<file path="config.mk">
export PLATFORM = sky130hd
export DESIGN_NAME = ubm_breakpoint_matcher
export DESIGN_NICKNAME = d
export VERILOG_FILES = /design/src/hdl/ubm_pkg.sv /design/src/hdl/ubm_breakpoint_matcher.sv /design/src/hdl/ubm_field_match.sv
export SDC_FILE = /design/constraint.sdc
export NUM_CORES = 1
export LEC_CHECK = 0
export BUFFER_PORTS_ARGS = -buffer_cell sky130_fd_sc_hd__buf_2
export CORE_ASPECT_RATIO = 1.2
export CORE_MARGIN = 5
export CORE_UTILIZATION = 50
export DETAILED_ROUTE_END_ITERATION = 10
export GPL_TIMING_DRIVEN = 0
export HOLD_SLACK_MARGIN = 0.03
export PLACE_DENSITY = 0.88
export SETUP_SLACK_MARGIN = 0.4
export SYNTH_ARGS = -nofsm -noshare
export SYNTH_HDL_FRONTEND = slang
export SYNTH_SLANG_ARGS = --single-unit
</file>
<file path="constraint.sdc">
create_clock -name sys_clk -period 4.1 [get_ports sys_clk]
set_input_delay 0.615 -clock sys_clk [delete_from_list [all_inputs] [get_ports sys_clk]]
set_output_delay 0.615 -clock sys_clk [all_outputs]
set_load 0.02 [all_outputs]
</file>
<file path="src/hdl/ubm_pkg.sv">
package ubm_pkg;

  // ************************************************************
  // Bus-cycle select byte layout
  // ************************************************************
  localparam int unsigned CYC_SEL_POS  = 6;
  localparam int unsigned FD_SEL_POS   = 4;
  localparam int unsigned DIR_SEL_POS  = 2;
  localparam int unsigned SIZE_SEL_POS = 0;
  localparam logic [7:0]  SEL_RESET    = 8'h00;
  localparam logic [1:0]  SEL_NONE     = 2'h0;

  // ************************************************************
  // Operand sizes as reported with a bus cycle
  // ************************************************************
  localparam logic [1:0]  SIZE_BYTE    = 2'h1;
  localparam logic [1:0]  SIZE_WORD    = 2'h2;
  localparam logic [1:0]  SIZE_LONG    = 2'h3;

  // ************************************************************
  // Interrupt level and fetch geometry
  // ************************************************************
  localparam logic [3:0]  BREAK_LEVEL  = 4'hF;
  localparam logic [3:0]  MASK_LIMIT   = 4'hE;
  localparam logic [31:0] FETCH_STEP   = 32'h0000_0002;
  localparam logic [31:0] PC_RESET     = 32'h0000_0000;

  typedef enum logic [1:0] {
    UBM_IDLE = 2'b01,
    UBM_PEND = 2'b10
  } ubm_state_t;

endpackage

</file>
<file path="src/hdl/ubm_breakpoint_matcher.sv">
`timescale 1ns/1ns
module ubm_breakpoint_matcher
  import ubm_pkg::*;
(
  input  wire logic        sys_clk,
  input  wire logic        reset,
  input  wire logic        clkEn,
  input  wire logic [15:0] breakAddressHigh,
  input  wire logic [15:0] breakAddressLow,
  input  wire logic [7:0]  breakCycleSelect,
  input  wire logic        busValid,
  input  wire logic        busDma,
  input  wire logic        busFetch,
  input  wire logic        busWrite,
  input  wire logic [1:0]  busSize,
  input  wire logic [31:0] busAddr,
  input  wire logic        fetchPair,
  input  wire logic        fetchOverrun,
  input  wire logic        fetchBranchDest,
  input  wire logic [3:0]  coreMaskLevel,
  input  wire logic        breakAck,
  input  wire logic        higherExcDecode,
  output logic             breakRequest,
  output logic [3:0]       breakLevel,
  output logic             breakAcceptable,
  output logic [31:0]      breakPc
);

  // ************************************************************
  // Condition decode
  // ************************************************************
  logic [31:0] targetAddr;
  logic [1:0]  cycSel;
  logic [1:0]  fdSel;
  logic [1:0]  dirSel;
  logic [1:0]  sizeSel;
  logic        cycHit;
  logic        dirHit;
  logic        fetchSelHit;
  logic        dataSelHit;
  logic        sizeHit;
  logic        groupsSet;

  always_comb
  begin
    targetAddr = {breakAddressHigh, breakAddressLow};
    cycSel     = breakCycleSelect[CYC_SEL_POS +: 2];
    fdSel      = breakCycleSelect[FD_SEL_POS +: 2];
    dirSel     = breakCycleSelect[DIR_SEL_POS +: 2];
    sizeSel    = breakCycleSelect[SIZE_SEL_POS +: 2];
    // A zero CPU/DMA, fetch/data or read/write group disables the whole condition.
    groupsSet  = (cycSel != SEL_NONE) && (fdSel != SEL_NONE) &&
                 (dirSel != SEL_NONE);
    // Size 00 means size is no condition; fetches report word.
    sizeHit    = (sizeSel == SEL_NONE) || (sizeSel == busSize);
  end

  // CPU/DMA and read/write fields share one decoder shape.
  ubm_field_match uCycField
  (
    .sel      (cycSel),
    .isFirst  (~busDma),
    .isSecond (busDma),
    .hit      (cycHit)
  );

  ubm_field_match uDirField
  (
    .sel      (dirSel),
    .isFirst  (~busWrite),
    .isSecond (busWrite),
    .hit      (dirHit)
  );

  // Overrun fetches are steered to the data option only.
  // Both overrun shapes of a taken branch ride on one flag.
  // Destinations of non-delayed branches never fetch-break.
  ubm_field_match uFetchField
  (
    .sel      (fdSel),
    .isFirst  (busFetch & ~fetchOverrun & ~fetchBranchDest),
    .isSecond (1'b0),
    .hit      (fetchSelHit)
  );

  // An overrun fetch is seen by the data option as a data read.
  ubm_field_match uDataField
  (
    .sel      (fdSel),
    .isFirst  (1'b0),
    .isSecond (~busFetch | fetchOverrun),
    .hit      (dataSelHit)
  );

  // ************************************************************
  // Address compare for the cycle and for a paired second fetch
  // ************************************************************
  logic        typeHit;
  logic        firstHit;
  logic        secondHit;
  logic        matchAny;
  logic [31:0] matchPc;
  logic [31:0] secondAddr;

  always_comb
  begin
    // DMA never fetches and fetches never write, so those
    // combinations fall out of the field decode.
    typeHit    = busValid && groupsSet && cycHit && dirHit && sizeHit &&
                 (fetchSelHit || dataSelHit);
    secondAddr = busAddr + FETCH_STEP;
    // Full-width compare: odd targets miss even fetches and word
    // accesses.
    firstHit   = typeHit && (busAddr == targetAddr);
    // The second instruction of a pair is judged in the same cycle,
    // so later reprogramming cannot cancel it.
    secondHit  = typeHit && busFetch && fetchPair &&
                 (secondAddr == targetAddr);
    matchAny   = firstHit || secondHit;
    matchPc    = firstHit ? busAddr : secondAddr;
  end

  // ************************************************************
  // Pending request toward the interrupt controller
  // ************************************************************
  ubm_state_t  state;
  ubm_state_t  next_state;
  logic        next_breakRequest;
  logic [31:0] next_breakPc;
  logic        next_breakAcceptable;

  always_comb
  begin
    next_state   = state;
    next_breakPc = breakPc;
    case (state)
      UBM_IDLE:
      begin
        if (matchAny)
        begin
          // Saved PC is the matched bus address, or busAddr + FETCH_STEP for a pair's second fetch.
          next_state   = UBM_PEND;
          next_breakPc = matchPc;
        end
      end
      UBM_PEND:
      begin
        // A new match in the clearing cycle wins over the clear.
        if (matchAny)
        begin
          next_breakPc = matchPc;
        end
        // The core takes the break at the next instruction boundary
        // that accepts interrupts.
        else if (breakAck)
        begin
          next_state = UBM_IDLE;
        end
        // A higher-priority exception in decode drops the break.
        else if (higherExcDecode)
        begin
          next_state = UBM_IDLE;
        end
      end
      default:
      begin
        next_state = UBM_IDLE;
      end
    endcase
    next_breakRequest    = (next_state == UBM_PEND);
    // Held pending while the mask is at the break level.
    next_breakAcceptable = next_breakRequest &&
                           (coreMaskLevel <= MASK_LIMIT);
  end

  always_ff @(posedge sys_clk)
  begin
    if (reset)
    begin
      state           <= UBM_IDLE;
      breakRequest    <= 1'b0;
      breakAcceptable <= 1'b0;
      breakPc         <= PC_RESET;
      breakLevel      <= BREAK_LEVEL;
    end
    else if (clkEn)
    begin
      state           <= next_state;
      breakRequest    <= next_breakRequest;
      breakAcceptable <= next_breakAcceptable;
      breakPc         <= next_breakPc;
      breakLevel      <= BREAK_LEVEL;
    end
  end

  // ************************************************************
  // Checks
  // ************************************************************
  property p_fetchBreak;
    @(posedge sys_clk) disable iff (reset)
    clkEn && busValid && busFetch && !busDma && !busWrite &&
    !fetchOverrun && !fetchBranchDest && !fetchPair &&
    breakCycleSelect == 8'h54 && busAddr == targetAddr
    |=> breakRequest && breakPc == $past(busAddr);
  endproperty
  a_fetchBreak: assert property (p_fetchBreak)
    else $error("fetch match did not raise break with its address");

  property p_fetchWriteNever;
    @(posedge sys_clk) disable iff (reset)
    clkEn && busFetch && !fetchOverrun && fdSel == 2'h1 &&
    dirSel == 2'h2 |-> !matchAny;
  endproperty
  a_fetchWriteNever: assert property (p_fetchWriteNever)
    else $error("fetch matched a write-only condition");

  property p_oddWordNever;
    @(posedge sys_clk) disable iff (reset)
    clkEn && !busFetch && busSize == SIZE_WORD && !busAddr[0] &&
    targetAddr[0] |-> !firstHit;
  endproperty
  a_oddWordNever: assert property (p_oddWordNever)
    else $error("even word access matched an odd target");

  property p_dmaFetchNever;
    @(posedge sys_clk) disable iff (reset)
    clkEn && busDma && cycSel == 2'h2 && fdSel == 2'h1 |-> !matchAny;
  endproperty
  a_dmaFetchNever: assert property (p_dmaFetchNever)
    else $error("DMA cycle matched a fetch-only condition");

  property p_overrunData;
    @(posedge sys_clk) disable iff (reset)
    clkEn && busValid && busFetch && fetchOverrun &&
    busAddr == targetAddr && groupsSet && cycHit && dirHit && sizeHit
    |-> (matchAny == fdSel[1]);
  endproperty
  a_overrunData: assert property (p_overrunData)
    else $error("overrun fetch break not decided by data select");

  property p_branchDest;
    @(posedge sys_clk) disable iff (reset)
    clkEn && busFetch && fetchBranchDest && !fdSel[1] && !fetchPair
    |-> !matchAny;
  endproperty
  a_branchDest: assert property (p_branchDest)
    else $error("branch destination fetch raised a fetch break");

  property p_zeroGroup;
    @(posedge sys_clk) disable iff (reset)
    clkEn && !breakRequest && !groupsSet ##1 clkEn |-> !breakRequest;
  endproperty
  a_zeroGroup: assert property (p_zeroGroup)
    else $error("break raised with a zero select group");

  property p_pairHold;
    @(posedge sys_clk) disable iff (reset)
    clkEn && secondHit && !firstHit
    |=> breakRequest && breakPc == $past(busAddr) + FETCH_STEP;
  endproperty
  a_pairHold: assert property (p_pairHold)
    else $error("second fetch of a pair lost its break");

  property p_pendHold;
    @(posedge sys_clk) disable iff (reset)
    breakRequest && clkEn && !breakAck && !higherExcDecode
    |=> breakRequest;
  endproperty
  a_pendHold: assert property (p_pendHold)
    else $error("pending break vanished without acceptance");

  property p_level;
    @(posedge sys_clk) disable iff (reset)
    breakAcceptable && $past(clkEn) |-> breakRequest &&
    breakLevel == 4'hF && $past(coreMaskLevel) <= 4'hE;
  endproperty
  a_level: assert property (p_level)
    else $error("break offered above mask limit or wrong level");

  property p_lost;
    @(posedge sys_clk) disable iff (reset)
    clkEn && breakRequest && higherExcDecode && !matchAny && !breakAck
    |=> !breakRequest;
  endproperty
  a_lost: assert property (p_lost)
    else $error("break survived a higher-priority exception");

  c_fetchBreak: cover property (@(posedge sys_clk) disable iff (reset)
    clkEn && firstHit && busFetch);
  c_pairBreak: cover property (@(posedge sys_clk) disable iff (reset)
    clkEn && secondHit && !firstHit);
  c_dmaBreak: cover property (@(posedge sys_clk) disable iff (reset)
    clkEn && firstHit && busDma && busSize == SIZE_LONG);
  c_ackCycle: cover property (@(posedge sys_clk) disable iff (reset)
    breakRequest ##1 breakAck ##1 !breakRequest);

endmodule // ubm_breakpoint_matcher

</file>
<file path="src/hdl/ubm_field_match.sv">
`timescale 1ns/1ns
// Two-bit select field: 01 takes the first option, 10 the second,
// 11 both, and 00 nothing.
module ubm_field_match
  import ubm_pkg::*;
(
  input  wire logic [1:0] sel,
  input  wire logic       isFirst,
  input  wire logic       isSecond,
  output logic            hit
);

  always_comb
  begin
    hit = (sel[0] & isFirst) | (sel[1] & isSecond);
  end

endmodule // ubm_field_match

</file>
==> summary.md, run 1 <==
| Metric | Value |
|---|---|
| Synth Area per Inst | `around 8.1 µm²` |
| Vias/cell | `between 5 and 6` |
| Die X | `between 80 and 90 µm` |
| Part of the power in the clock network | `31.2%` |
| Worst-Margin Slew | `approximately 0.71 ns` |
| Unique masters post-synth | `62` |
| Switching Fraction | `30.5%` |
| Worst slew margin | `51.6%` |
| Die area | `0.00843 mm²` |
| Post-route minimum period | `3.58 ns` |
| DR WL/cell | `16.8 µm` |
| CTS tree | `yes` |
| Fin crit share | `87.2%` |
| All-Layer GR Usage | `24.6%` |
| Core area | `approximately 0.0065 mm²` |
| Number of synthesized flops with an enable pin | `0` |
| Commonest non-fill, non-tap cell in the layout | `buf_2` |
| Post-synth top area cell | `dfxtp_1` |
| Int Pwr | `0.592 mW` |
| Pre-Repair DR Iteration Count | `4` |
| R2R Path End | `breakPc[5]` |
| Nets@finish | `around 640` |
| Logic pwr share | `between 20% and 30%` |
| Synth area leaders | `dfxtp_1, xnor2_1, mux2i_1` |
| Min-Delay Path Class | `flop to flop` |
| Status | `finished clean` |
| Layout overhead on the synthesized area | `27.5%` |
| CTS max path bufs | `2` |
| Cts hold-fix bufs | `0` |
| Initial Utilization | `51.6%` |
| Initial antenna violation count | `0` |
| Pins over their slew limit | `0` |
| Post-Synth Adder-Cell Area | `under 10%` |
| Vias in the first global route | `3547` |
| RD Place Congestion | `0.902` |
| Post-synthesis compound-gate area fraction | `between 9 and 10%` |
| Arr. time, crit path | `around 3.7 ns` |
| # rows | `32` |
| DRT antenna net count | `0` |
| Global route overflow | `0` |
| R2R setup slack | `~2.2 ns` |
| Hold depth | `2` |
| Post-DP HPWL | `8550 µm` |
| # IOs | `around 130` |
| Final Hold Fails | `0` |
| Synth Area in XOR/XNOR | `roughly 20%` |
| Worst skew pair latency | `0.29 ns` |
| Clk pin slew, worst setup/hold paths | `about 0.070 ns` |
| Worst R2R Path Depth | `8` |
| Crit path max fanout | `7` |
| Max-cap violations | `0` |
| M3 GR Usage | `4.97%` |
| Diodes inserted | `0` |
| Mux contribution to synthesized area | `10.5%` |
| Setup Crit Path Kind | `input pin to flop` |
| Global-route wire length before repair | `~17000 µm` |
| Initial drt markers | `168` |
| Crit path launch type | `input pin` |
| Share of the synthesized area in the top cell type | `21.5%` |
| Reg2reg start | `state[0]` |
| H-tree depth | `2` |
| Ys Warns | `0` |
| Net Sw Power | `0.260 mW` |
| Most frequent cells in the layout | `buf_2, nor2_1, xnor2_1, dfxtp_1` |
| Top Usage Layer GRT | `met2` |
| Hold endpoint | `breakRequest` |
| Share of power burned in registers | `between 40 and 50%` |
| Largest net degree at the start of global routing | `11` |
| Drt drc | `0` |
| Worst EP required | `roughly 4.3 ns` |
| CTS root buffer | `clkbuf_8` |
| Share of cells above drive strength 1 | `a little over 30%` |
| Number of synthesized register bits | `36` |
| Post-Synth Simple-Gate Area | `29.4%` |
| Post-Syn Area | `0.00334 mm²` |
| Chip height | `99.6 µm` |
| Vias | `about 3400` |
| Power Dens Cells | `200 mW/mm²` |
| Number of I/O port buffers | `112` |
| RSZ-0062 raised after global routing | `false` |
| Hold path start | `breakRequest` |
| Sink Count | `36` |
| VDD IR max | `0.118 mV` |
| Met1 Resource Use GR | `29.2%` |
| CTS Buf Count | `5` |
| Largest family of logic cells by synthesized area | `simple AND/OR/NAND/NOR gates` |
| Endpoints failing setup | `0` |
| Fmax | `280 MHz` |
| Power, Total | `0.852 mW` |
| Async SR Flop Fraction | `0%` |
| Crit end category | `flop` |
| Met2 global-route usage | `44.1%` |
| Drt total wl | `10500 µm` |
| Leak Pwr | `1.75 nW` |
| Most common flop cell mapped by yosys | `dfxtp_1` |
| Seq/Total Area, Yosys | `21.5%` |
| Clk_skew | `0.00261 ns` |
| Setup TNS | `0 ns` |
| Post-Syn Instances | `414` |
==> worst max-delay path, stage by stage <==
cell and delay (ns):
buf_8 0.10, ha_4 0.13, clkbuf_8 0.12, nand2_2 0.07, or4_4 0.52, buf_6 0.13
or4_4 0.49, a221o_1 0.34, nor4_4 0.31, nand4_4 0.16, a21oi_4 0.21, buf_12 0.15
buf_12 0.12, mux2i_1 0.19, nor2_1 0.06
==> what timing repair did <==
action | 4_1_cts | 5_1_grt
endpoints found under the hold margin | 0 | 0
gates resized for setup | 13 | 3
pin swaps | 3 | 5
endpoints found under the setup margin | 32 | 33
buffers inserted | 6 | 0
cloned | 1 | 0
==> state kept, by name (all words and copies together), names as in the netlist <==
| signal | cells |
|---|---|
| breakPc | 32 |
| state | 2 |
| breakAcceptable | 1 |
| breakRequest | 1 |
==> metrics by stage <==
stage	setup WS (ns)	area, µm²	hold slack, ns	util, %	std cells
after floorplan	0.423	3360	0.476	-	417
after global placement	-0.0756	4020	0.455	62.0	614
after detailed placement	-0.205	4020	0.458	62.0	614
after CTS	0.458	4250	0.470	65.5	629
after global routing	0.411	4260	0.490	65.7	629
final	0.524	4260	0.466	65.7	629
==> area by class of cell <==
| type | instances | area (µm²) |
|---|---|---|
| Fill cell | 593 | 2220 |
| Sequential cell | 36 | 721 |
| Multi-Input combinational cell | 343 | 2410 |
| Tap cell | 85 | 106 |
| Clock buffer | 8 | 90.1 |
| Inverter | 9 | 33.8 |
| Timing Repair Buffer | 119 | 658 |
| Buffer | 29 | 244 |
==> cell usage after synthesis (3+ instances only) <==
cell type and number:
buf_12 3, o21ai_0 6, clkbuf_8 5, xnor2_1 44, or4_1 3, nand3_1 13, a211oi_1 3, or2_2 3
nand4_1 19, nor3_1 24, ha_1 3, or3_1 3, clkbuf_1 9, a21oi_1 9, mux2i_1 33, a31oi_1 3
clkbuf_2 6, dfxtp_1 36, xor2_1 33, nand2_1 27, nor4_1 10, nand2b_1 8, buf_4 4, nor2_1 50
inv_1 9
==> cell families (layout without fill, tap and decap cells) <==
logic type | after synthesis | in the layout
AOI/OAI and AO/OA | 42 | 42
xor gates and xnor gates | 77 | 77
adders and majority gates | 3 | 3
buffers and inverters | 38 | 165
DFF | 36 | 36
muxes | 35 | 35
other | 1 | 4
and+or+nand+nor | 182 | 182
==> per-layer routing <==
metal | part of all wire [%] | vias to the layer above | wire, µm
met4 | 2.2 | 0 | 233
met2 | 50 | 128 | 5260
li1 | - | 1718 | -
met3 | 7.2 | 20 | 761
met5 | 0 | - | 0
met1 | 41 | 1569 | 4290
==> power groups by stage <==
stage / logic (mW) / registers (mW) / clock network [mW]
final: 0.237 / 0.349 / 0.266
after detailed placement: 0.227 / 0.358 / 0
after global routing: 0.259 / 0.349 / 0.292
after global placement: 0.226 / 0.358 / 0
after CTS: 0.234 / 0.349 / 0.276
after floorplan: 0.141 / 0.358 / 0
==> how the worst max path moves through the flow <==
stage | start | endpoint | slack, ns | cells past startpoint
after CTS | busAddr[2] | breakPc[5] | 0.46 | 15
after floorplan | busAddr[1] | breakPc[0] | 0.42 | 13
final | busAddr[2] | breakPc[5] | 0.52 | 15
after global placement | busAddr[2] | breakPc[28] | -0.08 | 13
after global routing | busAddr[2] | breakPc[1] | 0.41 | 15
after detailed placement | busAddr[2] | breakPc[5] | -0.21 | 13
Note: power is estimated with default switching activity, not from simulation.
==> run 2: changes to the inputs <==
--- a/config.mk
+++ b/config.mk
@@ -5,7 +5,7 @@
 export SDC_FILE = /design/constraint.sdc
 export NUM_CORES = 1
 export LEC_CHECK = 0
-export BUFFER_PORTS_ARGS = -buffer_cell sky130_fd_sc_hd__buf_2
+export BUFFER_PORTS_ARGS = -buffer_cell sky130_fd_sc_hd__clkbuf_2
 export CORE_ASPECT_RATIO = 1.2
 export CORE_MARGIN = 5
 export CORE_UTILIZATION = 50
==> run 2 against run 1 <==
  * Maximum frequency is 0.14% lower
  * Sequential power hardly changed
  * Clock power is 13% lower
  * Final cell count is 1.3% higher
  * Critical path depth is 1 higher
  * Hold slack better by 0.0011 ns
  * Non-clock buffer count is 11 higher
  * Critical path type unchanged
  * Largest power group unchanged
==> summary.md, run 2 (synthesis results as in run 1) <==
| Metric | Value |
|---|---|
| R2R setup slack | `around 2.1 ns` |
| Power Dens Cells | `roughly 190 mW/mm²` |
| CTS tree | `yes` |
| Max-cap violations | `0` |
| Initial drt markers | `189` |
| Global route overflow | `0` |
| Die X | `84.7 µm` |
| Setup TNS | `0 ns` |
| Bufs and invs on worst path | `6` |
| Largest net degree at the start of global routing | `11` |
| Fmax | `between 200 and 300 MHz` |
| CP top delay family | `simple AND/OR/NAND/NOR gates` |
| Crit path launch type | `input pin` |
| Drt drc | `0` |
| Sink Count | `36` |
| Most frequent cells in the layout | `clkbuf_2, nor2_1, xnor2_1, dfxtp_1` |
| Pins over their slew limit | `0` |
| Max reg flops | `32` |
| Pre-CTS WS | `-0.202 ns` |
| Hold endpoint | `breakRequest` |
| # IOs | `128` |
| Nets@finish | `647` |
| Global-route wire length before repair | `between 15000 and 20000 µm` |
| CP peak stage delay | `0.52 ns` |
| Crit path max fanout | `7` |
| Die area | `0.00843 mm²` |
| Leak Pwr | `1.79 nW` |
| Fin area | `about 0.0044 mm²` |
| Initial antenna violation count | `0` |
| Vias | `3549` |
| Worst skew pair latency | `0.29 ns` |
| Endpoints failing setup | `0` |
| H-tree depth | `2` |
| CTS root buffer | `clkbuf_8` |
| RD Place Congestion | `0.931` |
| R2R Path End | `breakPc[5]` |
| Clk_skew | `0.00218 ns` |
| Drt total wl | `10700 µm` |
| Vias/cell | `5.57` |
| DR WL/cell | `around 17 µm` |
| Arr. time, crit path | `3.74 ns` |
| Setup Crit Path Kind | `input pin to flop` |
| Crit end category | `flop` |
| Worst-Margin Slew | `approximately 0.67 ns` |
| Pre-Repair DR Iteration Count | `5` |
| Crit path max-delay cell type | `or4_4` |
| Vias in the first global route | `3604` |
| Biggest register | `breakPc` |
| Hold path start | `breakRequest` |
| Chip height | `between 90 and 100 µm` |
| CP Cell Sequence | `clkbuf_16, ha_4, clkbuf_8, nand2_4, or4_4, buf_6, or4_1, a221o_1, nor4_4, nand4_4, a21oi_4, buf_6, buf_12, buf_12, mux2i_1, nor2_1` |
| Clk pin slew, worst setup/hold paths | `roughly 0.070 ns` |
| Dpl cell area | `0.00402 mm²` |
| Final Hold Fails | `0` |
| Initial Utilization | `51.6%` |
| Min-Delay Path Class | `flop to flop` |
| Power, Total | `between 0.8 and 0.9 mW` |
| Top flop regs | `breakPc: 32 flops, state: 2 flops` |
| Diodes inserted | `0` |
| Worst EP required | `4.26 ns` |
| CTS max path bufs | `2` |
| Post-DP HPWL | `8550 µm` |
| Hold depth | `2` |
| Share of cells above drive strength 1 | `around a third` |
| VDD IR max | `0.149 mV` |
| Core area | `0.00649 mm²` |
| Reg2reg start | `state[0]` |
| Layout overhead on the synthesized area | `30.7%` |
| CTS Buf Count | `5` |
| Worst slew margin | `54.3%` |
| Post-route minimum period | `roughly 3.6 ns` |
| Fin crit share | `87.3%` |
| Setup WS post-layout | `0.520 ns` |
| # rows | `32` |
| Commonest non-fill, non-tap cell in the layout | `clkbuf_2` |
| All-Layer GR Usage | `24.8%` |
| Worst R2R Path Depth | `9` |
| Status | `finished clean` |
| Number of I/O port buffers | `112` |
| DRT antenna net count | `0` |
| RSZ-0062 raised after global routing | `false` |
==> run 2: worst min-delay path, stage by stage, from the launching register on <==
cell and delay [ns]:
dfxtp_1 0.31, nand2b_1 0.06, a21oi_1 0.05
==> run 2: how the worst max path moves through the flow <==
stage | from | to | slack, ns | cells after the start
2_1_floorplan | busAddr[1] | breakPc[0] | 0.42 | 13
3_3_place_gp | busAddr[2] | breakPc[1] | -0.17 | 13
3_5_place_dp | busAddr[2] | breakPc[0] | -0.20 | 13
4_1_cts | busAddr[2] | breakPc[28] | 0.45 | 17
5_1_grt | busAddr[24] | breakPc[5] | 0.38 | 13
6_report | busAddr[2] | breakPc[5] | 0.52 | 16
==> run 2: layer usage <==
metal	vias up	GRT usage, %	wire, µm
met3	34	4.89	921
met5	-	0	0
li1	1730	-	-
met1	1592	29.2	4290
met4	0	9.14	316
met2	193	44.3	5220
==> run 2: cell type report <==
type | count | area [µm²]
inverter | 9 | 33.8
timing repair buffer | 130 | 792
fill | 564 | 2120
tap | 85 | 106
buffer | 29 | 246
multi-input combinational | 343 | 2400
clock buffer | 5 | 68.8
sequential | 36 | 721
==> run 2: timing repair <==
| item | 4_1_cts | 5_1_grt |
|---|---|---|
| cloned | 2 | 0 |
| gates resized for setup | 18 | 5 |
| setup buffers | 10 | 6 |
| endpoints found under the setup margin | 32 | 35 |
| pin swaps | 5 | 7 |
| hold buffers | 0 | 0 |
==> run 2: power breakdown <==
group,internal (mW),switching (mW)
clock network,0.110,0.122
registers,0.349,0.00000000962
logic,0.108,0.134
total,0.567,0.256
==> run 2: metrics by stage <==
stage	hold WS (ns)	cells	utilization [%]
CTS	0.473	631	66.6
global placement	0.457	614	62.0
detailed placement	0.463	614	62.0
global route	0.517	637	67.4
floorplan	0.476	417	-
finish	0.467	637	67.4
==> run 3: changes to the inputs <==
--- a/config.mk
+++ b/config.mk
@@ -6,13 +6,15 @@
 export NUM_CORES = 1
 export LEC_CHECK = 0
 export BUFFER_PORTS_ARGS = -buffer_cell sky130_fd_sc_hd__clkbuf_2
+export CELL_PAD_IN_SITES_DETAIL_PLACEMENT = 1
+export CELL_PAD_IN_SITES_GLOBAL_PLACEMENT = 1
 export CORE_ASPECT_RATIO = 1.2
 export CORE_MARGIN = 5
-export CORE_UTILIZATION = 50
+export CORE_UTILIZATION = 36
 export DETAILED_ROUTE_END_ITERATION = 10
 export GPL_TIMING_DRIVEN = 0
 export HOLD_SLACK_MARGIN = 0.03
-export PLACE_DENSITY = 0.88
+export PLACE_DENSITY = 0.89
 export SETUP_SLACK_MARGIN = 0.4
 export SYNTH_ARGS = -nofsm -noshare
 export SYNTH_HDL_FRONTEND = slang
==> constraint.sdc (replaced) <==
create_clock -name sys_clk -period 4.03 [get_ports sys_clk]
set_input_delay 0.6045 -clock sys_clk [delete_from_list [all_inputs] [get_ports sys_clk]]
set_output_delay 0.6045 -clock sys_clk [all_outputs]
set_load 0.02 [all_outputs]
==> run 3 against run 2 <==
  * Flip-flop and latch count unchanged
  * Final area up 1.1%
  * Count of clock-buffer cells in the layout grew 2
  * First-iteration DRC count fell by 17%
  * Final cell count is 4.9% higher
  * Hold slack improved by 0.028 ns
  * Critical path depth is the same
  * Register-to-register slack got worse by 0.12 ns
  * Clock power up 23%
  * Die area rose by 34%
  * Largest cell class unchanged
  * Largest power group unchanged
==> summary.md, run 3 (synthesis results as in run 1) <==
| Metric | Value |
|---|---|
| Initial drt markers | `156` |
| Power, Total | `0.891 mW` |
| DRT antenna net count | `0` |
| Core area | `0.00908 mm²` |
| Worst-Margin Slew | `between 0.6 and 0.7 ns` |
| Post-DP HPWL | `10100 µm` |
| Biggest register | `breakPc` |
| Die X | `98.0 µm` |
| Fmax | `279 MHz` |
| Crit path max-delay cell type | `or4_4` |
| Clk pin slew, worst setup/hold paths | `0.08 ns` |
| DR WL/cell | `18.7 µm` |
| CP Cell Sequence | `clkbuf_8, ha_4, buf_8, nand2_4, or4_4, buf_6, or4_1, a221o_1, nor4_4, buf_4, nand4_4, a21oi_4, buf_12, clkbuf_16, mux2i_1, nor2_1` |
| Power Dens Cells | `202 mW/mm²` |
| Drt drc | `0` |
| Status | `finished clean` |
| Final Hold Fails | `0` |
| CP top delay family | `simple AND/OR/NAND/NOR gates` |
| Worst R2R Path Depth | `8` |
| Largest net degree at the start of global routing | `11` |
| Nets@finish | `641` |
| Top flop regs | `breakPc: 32 flops, state: 2 flops` |
| CTS max path bufs | `2` |
| Global route overflow | `0` |
| Crit path launch type | `input pin` |
| M3 GR Usage | `4.52%` |
| Pre-CTS WS | `-0.338 ns` |
| Pins over their slew limit | `0` |
| Met2 global-route usage | `41.6%` |
| Crit end category | `flop` |
| Share of cells above drive strength 1 | `32.8%` |
| Top Usage Layer GRT | `met2` |
| Setup WS post-layout | `0.442 ns` |
| Leak Pwr | `1.78 nW` |
| Bufs and invs on worst path | `6` |
| Arr. time, crit path | `roughly 3.8 ns` |
| Fillers | `between 1000 and 1500` |
| H-tree depth | `2` |
| Worst EP required | `4.22 ns` |
| Global-route wire length before repair | `20000 µm` |
| Vias | `3555` |
| Initial Utilization | `36.8%` |
| RSZ-0062 raised after global routing | `false` |
| Vias in the first global route | `a little under 4000` |
| Setup Crit Path Kind | `input pin to flop` |
| Diodes inserted | `0` |
| Met1 Resource Use GR | `about a quarter` |
| # rows | `38` |
| Drt total wl | `12500 µm` |
| Crit path max fanout | `6` |
| Worst skew pair latency | `around 0.3 ns` |
| CTS root buffer | `clkbuf_8` |
| VDD IR max | `0.206 mV` |
| Initial antenna violation count | `0` |
| Die area | `~0.011 mm²` |
| Min-Delay Path Class | `flop to flop` |
| Chip height | `about 120 µm` |
| Worst slew margin | `55.0%` |
| Max-cap violations | `0` |
| CTS tree | `yes` |
| # IOs | `roughly 130` |
| Sink Count | `36` |
| All-Layer GR Usage | `22.0%` |
| Endpoints failing setup | `0` |
| Number of I/O port buffers | `112` |
| Fin crit share | `89.0%` |
| Hold depth | `2` |
| RD Place Congestion | `just over 0.9` |
| Clk_skew | `approximately 0.009 ns` |
| Cts hold-fix bufs | `0` |
| Stages on worst setup path | `16` |
| Commonest non-fill, non-tap cell in the layout | `clkbuf_2` |
| Pre-Repair DR Iteration Count | `4` |
| Max reg flops | `32` |
| Post-route minimum period | `3.59 ns` |
| CTS Buf Count | `5` |
| Layout overhead on the synthesized area | `32.1%` |
| Most frequent cells in the layout | `clkbuf_2, nor2_1, xnor2_1, dfxtp_1, xor2_1` |
| Vias/cell | `5.32` |
| CP peak stage delay | `0.53 ns` |
==> run 3: cell types whose count changed in the layout (fill, tap and decap cells not counted), moves of 2 or more <==
cell / delta
buf_6: -4
buf_4: -3
a2111oi_0: -2
clkbuf_16: +2
mux2i_1: -2
mux2i_2: +2
==> run 3: worst register-to-register path: stages (launching register included) <==
cell	delay, ns
dfxtp_1	0.40
inv_1	0.07
ha_1	0.29
or2b_2	0.34
a21oi_4	0.16
buf_12	0.18
clkbuf_16	0.17
mux2i_1	0.22
nor2_1	0.08
==> run 3: per-stage QoR <==
| stage | std cells | area (µm²) | util [%] | setup TNS [ns] | hold WS [ns] |
|---|---|---|---|---|---|
| 6_report | 668 | 4420 | 48.7 | 0 | 0.495 |
| 5_1_grt | 668 | 4420 | 48.7 | 0 | 0.517 |
| 4_1_cts | 665 | 4340 | 47.7 | 0 | 0.504 |
| 3_5_place_dp | 649 | 4070 | 44.8 | -9.60 | 0.486 |
| 3_3_place_gp | 649 | 4070 | 44.8 | -8.07 | 0.460 |
| 2_1_floorplan | 417 | 3360 | - | 0 | 0.476 |
==> run 3: layer usage <==
layer  wire, µm  vias up
li1           -     1728
met1       5000     1688
met2       6560      127
met3        785       12
met4        165        0
met5          0        -
==> run 3: repair_timing <==
action	CTS	global route
gates cloned	1	2
setup endpoints to repair	36	34
pin swaps	4	4
setup buffers	8	1
gates resized for setup	15	9
==> run 3: path summary, 6_finish.rpt <==
kind,from,endpoint,slack [ns]
setup reg to reg,state[0],breakPc[10],2.01
hold / removal,breakPc[1],breakPc[1],0.50
setup / recovery,busAddr[1],breakPc[10],0.44
hold reg to reg,breakPc[1],breakPc[1],0.50
==> run 3: where the power goes <==
group	internal (mW)	switching [mW]	leakage [nW]
clock network	0.152	0.132	0.0503
registers	0.355	0.0000000109	0.290
logic	0.110	0.141	1.44
total	0.618	0.273	1.78
==> run 3: area by class of cell <==
class / instances / area (µm²) / share of cell area [%]
Tap cell: 120 / 150 / 3.40
Clock buffer: 7 / 96.3 / 2.18
Inverter: 9 / 33.8 / 0.764
Multi-Input combinational cell: 343 / 2420 / 54.8
Sequential cell: 36 / 721 / 16.3
Buffer: 29 / 249 / 5.63
Timing Repair Buffer: 124 / 747 / 16.9
